`src/hdl/asm_pkg.sv`:
```
// Package of register map constants for the ADC status and mode registers
package asm_pkg;
  // ==========================================================================
  // Register select codes
  localparam logic [2:0]  RS_STATUS         = 3'h0;
  localparam logic [2:0]  RS_MODE           = 3'h1;
  // ==========================================================================
  // Reset values
  localparam logic [7:0]  STATUS_RESET      = 8'h80;
  localparam logic [15:0] MODE_RESET        = 16'h000a;
  // ==========================================================================
  // Field positions
  localparam int          SR_READY_BIT      = 7;
  localparam int          SR_ERROR_BIT      = 6;
  localparam int          MR_MODE_LSB       = 13;
  localparam int          MR_CLK_LSB        = 6;
  localparam int          MR_RATE_LSB       = 0;
  localparam int          CMD_RW_BIT        = 6;
  localparam int          CMD_RS_LSB        = 3;
  // ==========================================================================
  // Mode and clock codes
  localparam logic [2:0]  MODE_CONTINUOUS   = 3'h0;
  localparam logic [2:0]  MODE_POWER_DOWN   = 3'h3;
  localparam logic [1:0]  CLK_INT           = 2'h0;
  localparam logic [1:0]  CLK_INT_OUT       = 2'h1;
  localparam logic [1:0]  CLK_EXT           = 2'h2;
  localparam logic [1:0]  CLK_EXT_DIV2      = 2'h3;
  // ==========================================================================
  // Timing: internal converter clock 64 kHz derived from 40 MHz system clock
  localparam int          SYS_CLOCK_HZ      = 40000000;
  localparam int          INT_CLOCK_HZ      = 64000;
  localparam int          INT_HALF_CYCLES   = SYS_CLOCK_HZ / (2 * INT_CLOCK_HZ);
  // Serial states, Gray coded along command, data path
  typedef enum logic [1:0] {
    ASM_IDLE  = 2'b00,
    ASM_CMD   = 2'b01,
    ASM_SHIFT = 2'b11
  } asm_state_e;
endpackage : asm_pkg

```
`src/hdl/asm_clock_select.sv`:
```
// Converter clock source selection and clock pin control
`timescale 1ns/1ps
`default_nettype none
module asm_clock_select
  import asm_pkg::*;
#(
  parameter int HALF_CYCLES = INT_HALF_CYCLES
) (
  input  wire logic       clock,
  input  wire logic       arst_n,
  input  wire logic       clk_en,
  input  wire logic [1:0] clock_source_select,
  input  wire logic       clk_pin_in,
  output logic            clk_pin_out,
  output logic            clk_pin_oe_n,
  output logic            conv_tick
);
  logic [15:0] div_reg,  div_next;
  logic        int_reg,  int_next;
  logic        ext_reg,  ext_next;
  logic        half_reg, half_next;
  logic        tick_next;
  logic        pin_out_next, oe_n_next;

  // Internal oscillator, external edge detect, divide by two
  always_comb begin
    div_next  = div_reg;
    int_next  = int_reg;
    half_next = half_reg;
    ext_next  = clk_pin_in;
    tick_next = 1'b0;
    if (div_reg == 16'(HALF_CYCLES - 1)) begin
      div_next = 16'h0000;
      int_next = ~int_reg;
    end else begin
      div_next = div_reg + 16'h0001;
    end
    case (clock_source_select)
      CLK_INT, CLK_INT_OUT: tick_next = (div_reg == 16'(HALF_CYCLES - 1))
                                        && !int_reg;
      CLK_EXT: tick_next = clk_pin_in && !ext_reg;
      CLK_EXT_DIV2: begin
        if (clk_pin_in && !ext_reg) begin
          half_next = ~half_reg;
          tick_next = half_reg;
        end
      end
      default: tick_next = 1'b0;
    endcase
    // Pin only driven when internal clock is offered outward
    oe_n_next    = (clock_source_select != CLK_INT_OUT);
    pin_out_next = int_next & (clock_source_select == CLK_INT_OUT);
  end

  // Registers
  always_ff @(posedge clock or negedge arst_n) begin
    if (!arst_n) begin
      div_reg      <= 16'h0000;
      int_reg      <= 1'b0;
      ext_reg      <= 1'b0;
      half_reg     <= 1'b0;
      conv_tick    <= 1'b0;
      clk_pin_out  <= 1'b0;
      clk_pin_oe_n <= 1'b1;
    end else if (clk_en) begin
      div_reg      <= div_next;
      int_reg      <= int_next;
      ext_reg      <= ext_next;
      half_reg     <= half_next;
      conv_tick    <= tick_next;
      clk_pin_out  <= pin_out_next;
      clk_pin_oe_n <= oe_n_next;
    end
  end
endmodule : asm_clock_select
`default_nettype wire

```
`src/hdl/asm_status_mode_regs.sv`:
```
// Status and mode registers behind the three-wire serial port
// Overview of operation
// - 8-bit read-only status, resets to 0x80
// - Status shifted out most significant bit first
// - Ready clears on new result, sets on read
// - Ready sets on entering power-down mode
// - Error updates with ready, marks clamped result
// - Error clears on conversion-starting register write
// - Status bits 5 to 3 read zero
// - Status bits 2 to 0 give channel index
// - 16-bit read/write mode register, select 001
// - Mode register moves most significant bit first
// - Mode write resets modulator, filter; sets ready
// - Mode bits 15 to 13 select operating mode
// - Clock code 00 internal, pin not driven
// - Clock code 01 internal, driven on pin
// - Clock code 10 external clock used directly
// - Clock code 11 external clock halved
// - Mode bits 3 to 0 rate, reset 1010
// - Mode 000 converts continuously into data register
`timescale 1ns/1ps
`default_nettype none
module asm_status_mode_regs
  import asm_pkg::*;
#(
  parameter int HALF_CYCLES = INT_HALF_CYCLES
) (
  input  wire logic       clock,
  input  wire logic       arst_n,
  input  wire logic       clk_en,
  input  wire logic       serial_clk,
  input  wire logic       serial_cs_n,
  input  wire logic       serial_din,
  output logic            serial_dout,
  input  wire logic       result_valid,
  input  wire logic       result_clamped,
  input  wire logic [2:0] converting_channel_index,
  input  wire logic       data_reg_read,
  input  wire logic       clk_pin_in,
  output logic            clk_pin_out,
  output logic            clk_pin_oe_n,
  output logic            conv_tick,
  output logic            filter_reset,
  output logic [2:0]      operating_mode_select,
  output logic [3:0]      update_rate_select,
  output logic            continuous_convert,
  output logic            ready_n
);
  // ==========================================================================
  // Serial command and shift engine
  asm_state_e  state_reg, state_next;
  logic [2:0]  cnt_reg,   cnt_next;
  logic [3:0]  bit_reg,   bit_next;
  logic [15:0] sh_reg,    sh_next;
  logic        rd_reg,    rd_next;
  logic [2:0]  sel_reg,   sel_next;
  logic        sclk_reg,  sclk_next;
  logic        dout_next;
  logic        mode_wr;
  logic [15:0] mode_reg,  mode_next;
  logic        rdy_reg,   rdy_next;
  logic        err_reg,   err_next;
  logic        frst_next, cont_next;
  logic [2:0]  chan_reg,  chan_next;
  logic [7:0]  status_view;
  logic        rise;

  assign rise = serial_clk && !sclk_reg && !serial_cs_n;
  assign status_view = {rdy_reg, err_reg, 3'h0, chan_reg};

  // Bits sampled on rising serial clock; data in idle waits for a zero gate
  always_comb begin
    state_next = state_reg;
    cnt_next   = cnt_reg;
    bit_next   = bit_reg;
    sh_next    = sh_reg;
    rd_next    = rd_reg;
    sel_next   = sel_reg;
    sclk_next  = serial_clk;
    dout_next  = serial_dout;
    mode_wr    = 1'b0;
    if (serial_cs_n) begin
      state_next = ASM_IDLE;
    end else if (rise) begin
      case (state_reg)
        ASM_IDLE: begin
          if (!serial_din) begin
            state_next = ASM_CMD;
            cnt_next   = 3'h0;
          end
        end
        ASM_CMD: begin
          sh_next  = {sh_reg[14:0], serial_din};
          cnt_next = cnt_reg + 3'h1;
          if (cnt_reg == 3'h6) begin
            rd_next  = sh_reg[5];
            sel_next = sh_reg[4:2];
            if (sh_reg[4:2] == RS_MODE) begin
              state_next = ASM_SHIFT;
              bit_next   = 4'hf;
              sh_next    = mode_reg;
              dout_next  = sh_reg[5] ? mode_reg[15] : 1'b1;
            end else if (sh_reg[4:2] == RS_STATUS && sh_reg[5]) begin
              state_next = ASM_SHIFT;
              bit_next   = 4'h7;
              sh_next    = {status_view, 8'h00};
              dout_next  = status_view[7];
            end else begin
              state_next = ASM_IDLE;
            end
          end
        end
        ASM_SHIFT: begin
          // Shift left so the top bit always leaves first
          sh_next  = {sh_reg[14:0], serial_din};
          bit_next = bit_reg - 4'h1;
          if (rd_reg) begin
            dout_next = sh_reg[14];
          end
          if (bit_reg == 4'h0) begin
            state_next = ASM_IDLE;
            dout_next  = 1'b1;
            mode_wr    = !rd_reg && (sel_reg == RS_MODE);
          end
        end
        default: state_next = ASM_IDLE;
      endcase
    end
  end

  // Mode register and status flags
  always_comb begin
    mode_next = mode_reg;
    rdy_next  = rdy_reg;
    err_next  = err_reg;
    chan_next = converting_channel_index;
    frst_next = 1'b0;
    if (mode_wr) begin
      // Whole word stored, reserved bits included, for readback
      mode_next = {sh_reg[14:0], serial_din};
    end
    // Ready back high after read or mode write; new result wins over read, mode write and power-down win over result
    if (data_reg_read) begin
      rdy_next = 1'b1;
    end
    if (mode_wr) begin
      frst_next = 1'b1;
      rdy_next  = 1'b1;
      err_next  = 1'b0;
    end
    if (mode_next[15:13] == MODE_POWER_DOWN) begin
      rdy_next = 1'b1;
    end else if (result_valid && !mode_wr) begin
      rdy_next = 1'b0;
      err_next = result_clamped;
    end
    cont_next = (mode_next[15:13] == MODE_CONTINUOUS);
  end

  // Registers
  always_ff @(posedge clock or negedge arst_n) begin
    if (!arst_n) begin
      state_reg             <= ASM_IDLE;
      cnt_reg               <= 3'h0;
      bit_reg               <= 4'h0;
      sh_reg                <= 16'h0000;
      rd_reg                <= 1'b0;
      sel_reg               <= 3'h0;
      sclk_reg              <= 1'b1;
      serial_dout           <= 1'b1;
      mode_reg              <= MODE_RESET;
      rdy_reg               <= STATUS_RESET[SR_READY_BIT];
      err_reg               <= STATUS_RESET[SR_ERROR_BIT];
      chan_reg              <= 3'h0;
      filter_reset          <= 1'b0;
      continuous_convert    <= 1'b1;
      operating_mode_select <= MODE_RESET[15:13];
      update_rate_select    <= MODE_RESET[3:0];
      ready_n               <= STATUS_RESET[SR_READY_BIT];
    end else if (clk_en) begin
      state_reg             <= state_next;
      cnt_reg               <= cnt_next;
      bit_reg               <= bit_next;
      sh_reg                <= sh_next;
      rd_reg                <= rd_next;
      sel_reg               <= sel_next;
      sclk_reg              <= sclk_next;
      serial_dout           <= dout_next;
      mode_reg              <= mode_next;
      rdy_reg               <= rdy_next;
      err_reg               <= err_next;
      chan_reg              <= chan_next;
      filter_reset          <= frst_next;
      continuous_convert    <= cont_next;
      operating_mode_select <= mode_next[15:13];
      update_rate_select    <= mode_next[3:0];
      ready_n               <= rdy_next;
    end
  end

  // ==========================================================================
  // Converter clock source
  asm_clock_select #(
    .HALF_CYCLES (HALF_CYCLES)
  ) u_clk (
    .clock               (clock),
    .arst_n              (arst_n),
    .clk_en              (clk_en),
    .clock_source_select (mode_reg[7:6]),
    .clk_pin_in          (clk_pin_in),
    .clk_pin_out         (clk_pin_out),
    .clk_pin_oe_n        (clk_pin_oe_n),
    .conv_tick           (conv_tick)
  );
endmodule : asm_status_mode_regs
`default_nettype wire

```
`config.mk`:
```
export PLATFORM = sky130hd
export DESIGN_NAME = asm_status_mode_regs
export DESIGN_NICKNAME = d
export VERILOG_FILES = /design/src/hdl/asm_pkg.sv /design/src/hdl/asm_clock_select.sv /design/src/hdl/asm_status_mode_regs.sv
export SDC_FILE = /design/constraint.sdc
export NUM_CORES = 1
export LEC_CHECK = 0
export ABC_AREA = 0
export BUFFER_PORTS_ARGS = -buffer_cell sky130_fd_sc_hd__buf_2
export CAP_MARGIN = 30
export CORE_MARGIN = 10
export CORE_UTILIZATION = 60
export CTS_CLUSTER_DIAMETER = 80
export CTS_CLUSTER_SIZE = 8
export DETAILED_ROUTE_END_ITERATION = 7
export PLACE_DENSITY_LB_ADDON = 0.08
export SYNTH_ARGS = -nofsm -noshare
export SYNTH_HDL_FRONTEND = slang
export SYNTH_HIERARCHICAL = 1
export SYNTH_SLANG_ARGS = --single-unit
```
`constraint.sdc`:
```
create_clock -name clock -period 2.3 [get_ports clock]
set_input_delay 0.46 -clock clock [delete_from_list [all_inputs] [get_ports clock]]
set_output_delay 0.46 -clock clock [all_outputs]
set_load 0.02 [all_outputs]
```
==> run_results.csv <==
group,metric,value,unit
sta,hold_violations,0,
yosys,synth_nets,356,
clock_network,cts_tree,"done",
sta,max_slew_margin,0.560,
pwr,power_leakage,1.92,nW
floorplanning,start_util,0.623,
sta,clock_skew,0.00995,ns
drt,drc,0,
sta,final.setup.tns,0,ns
clock_network,cts.clk_slew.worst_paths,0.08,ns
floorplanning,rows,28,
critical_path,cp.required,2.59,ns
floorplanning,ios,27,
drt,firstDrtPassIters,4,
drt,via_count,2628,
sta,tightest_slew,0.656,ns
final_layout,final_layout_size_suffix_gt1_frac,0.255,
yosys,synth_area,3710,µm²
drt,vias_per_cell,5.99,
yosys,synth_simple_gate_area_share,0.182,
clock_network,ctsHoldBuffers,0,
min_path,hold_class,"in2async",
clock_network,worstSkewPairLatency,0.35,ns
drt,drt_iter0_drc,100,
critical_path,timing.reg2reg.setup_slack,0.34,ns
place,port_buffers,26,
final_layout,fin_nets,378,
yosys,yosys_warnings,6,
sta,setup_violations,0,
yosys,synth_top_family_by_area,"simple AND/OR/NAND/NOR gates",
yosys,postSynthCellCount,337,
drt,routed_wirelength,7500,µm
floorplanning,dieArea,9730,µm²
yosys,synth-xor-area-share,0.0283,
critical_path,r2r_start,"u_clk/div_reg[12]$_DFFE_PN0P_",
clock_network,cts_resized,0,
final_layout,num-fill-cells,474,
yosys,synth_compound_area_frac,0.117,
critical_path,crit_path_start,"u_clk/div_reg[12]$_DFFE_PN0P_",
critical_path,path_class,"reg2reg",
clock_network,clkSinkCount,75,
critical_path,arrival,2.25,ns
critical_path,timing.critical_path.to,"u_clk/clk_pin_out$_DFFE_PN0P_",
critical_path,worst_r2r_endpoint,"u_clk/clk_pin_out$_DFFE_PN0P_",
sta,layout_min_cycle_time,1.96,ns
pwr,ir_worst_vdd,0.000461,V
yosys,synth-seq-cells,75,
final_layout,largest_reg_flops,16,
yosys,synthTopCellsByArea,"dfrtp_1, dfstp_2, mux2_2, mux2_4, nand2_1",
global_route,antenna_found_initial,0,
sta,clock.fmax,509,MHz
sta,fin_hold_ws,0.0632,ns
drt,drtAntennaViolNets,0,
clock_network,post_cts_buffers,0,
yosys,synth-edff-count,0,
yosys,synth_flop_cell,"dfrtp_1",
yosys,synthDistinctLibCells,60,
yosys,yosysTopAreaCell,"dfrtp_1",
yosys,synthMuxAreaShare,0.0957,
yosys,synth-async-reset-ratio,1.00,
place,gp_congestion,0.780,
global_route,grt_max_degree,40,
global_route,grt_pass1_wl,12700,µm
yosys,ys_seq_area_frac,0.508,
run_status,status,"complete, no violations",
sta,rsz0062_at_grt,"false",
global_route,grt_pass1_vias,2562,
final_layout,fin_area,4050,µm²
global_route,grt_usage,0.157,
floorplanning,core_area,5960,µm²
floorplanning,die_w,98.7,µm
yosys,avgSynthCellArea,11.0,µm²
critical_path,startpoint_type,"flop",
clock_network,cts_made_buffers,9,
final_layout,area_delta_synth_final,9.20,%
final_layout,fin_util,0.681,
place,hpwlAfterDp,5200,µm
floorplanning,die_y,98.7,µm
run,drv_cap,0,
sta,slew_violations,0,
critical_path,end_kind,"flop",
global_route,grt-ovfl-total,0,
yosys,synth_fa_ha_area_frac,0.0202,
critical_path,reg2reg_depth,5,
sta,min_period_over_period,0.853,
critical_path,path_max_fanout,4,
final_layout,diodes,0,
clock_network,h-tree-depth,3,
pwr,power_density,745,nW/µm²
clock_network,clockBufferDepth,2,
yosys,yosysTopAreaCellShare,0.458,
clock_network,root_buffer,"clkbuf_8",
place,dpl_cell_area,3860,µm²
drt,wl_per_cell,17.1,µm
==> cells by family after synthesis <==
family                   after synthesis
AO/OA/AOI/OAI                         67
XOR/XNOR                              12
adder cells (fa/ha/maj)                6
buffers and inverters                 33
flip-flops                            75
multiplexers                          29
AND/OR/NAND/NOR                      115
==> per-layer routing <==
| metal | routed length [µm] | track usage | vias up | share of wire |
|---|---|---|---|---|
| met1 | 3630 | 0.220 | 1315 | 0.48 |
| met2 | 3500 | 0.227 | 48 | 0.47 |
| met3 | 268 | 0.0426 | 10 | 0.036 |
| met5 | 0 | 0 | - | 0 |
| li1 | - | - | 1255 | - |
| met4 | 94 | 0.0551 | 0 | 0.013 |
==> cell usage after synthesis (all sizes together) (7+ instances only) <==
cell and count:
nor3 10, o31ai 8, buf 16, nor2 15, dfrtp 68, o21ai 20, a21oi 9, dfstp 7
inv 12, xnor2 9, a22oi 7, mux2 25, nand3 13, nand2 29
==> cell type report <==
type / count / area, µm² / share of cell area
tap: 75 / 93.8 / 0.0231
sequential: 75 / 1890 / 0.465
inverter: 12 / 45.0 / 0.0111
timing repair buffer: 32 / 190 / 0.0469
clock inverter: 7 / 68.8 / 0.0170
multi-input combinational: 229 / 1650 / 0.406
clock buffer: 9 / 124 / 0.0306
==> critical path, cell delays in order, from the launching register on <==
cell and delay, ns:
dfrtp_1 0.42, or4_4 0.56, nor4_4 0.29, ha_1 0.28, nor3b_1 0.18, mux2_2 0.17
==> report_power, final <==
part / internal, W / switching (W)
sequential: 0.00145 / 0.000171
combinational: 0.000174 / 0.000226
clock: 0.000497 / 0.000502
==> cells in the final DEF (no fill, tap or decap), types with 6 or more instances in the layout <==
cell	netlist	routed
inv_1	12	12
dfstp_2	7	7
dfrtp_1	68	68
mux2_4	9	9
buf_2	3	25
a21oi_1	9	9
a22oi_1	7	7
nand4_1	6	6
nor2_1	15	15
clkbuf_8	0	9
o22ai_1	6	6
nand2_1	28	28
o31ai_1	8	8
ha_1	6	6
nand3_1	13	13
mux2_2	16	16
buf_4	8	6
o21ai_0	19	19
xnor2_1	9	9
nor3_1	10	10
==> stage by stage <==
step / std cells / power, W / worst slack (ns)
global route: 439 / 0.00317 / 0.206
finish: 439 / 0.00302 / 0.337
CTS: 439 / 0.00304 / 0.330
detailed placement: 423 / 0.00204 / 0.353
floorplan: 337 / 0.00191 / 0.295
global placement: 423 / 0.00202 / 0.391
==> how the worst min path moves through the flow <==
stage                     startpoint                           end  slack [ns]  cells after the start
after global placement        arst_n  u_clk/div_reg[4]$_DFFE_PN0P_        0.45                      1
after detailed placement      arst_n  u_clk/div_reg[4]$_DFFE_PN0P_        0.45                      1
after CTS                     arst_n  u_clk/div_reg[4]$_DFFE_PN0P_        0.08                      1
final                         arst_n  u_clk/div_reg[4]$_DFFE_PN0P_        0.06                      1
after global routing          arst_n  u_clk/div_reg[4]$_DFFE_PN0P_        0.09                      1
after floorplan               arst_n        bit_reg[0]$_DFFE_PN0P_        0.16                      0
No activity file was read; power rests on OpenSTA's default activity.
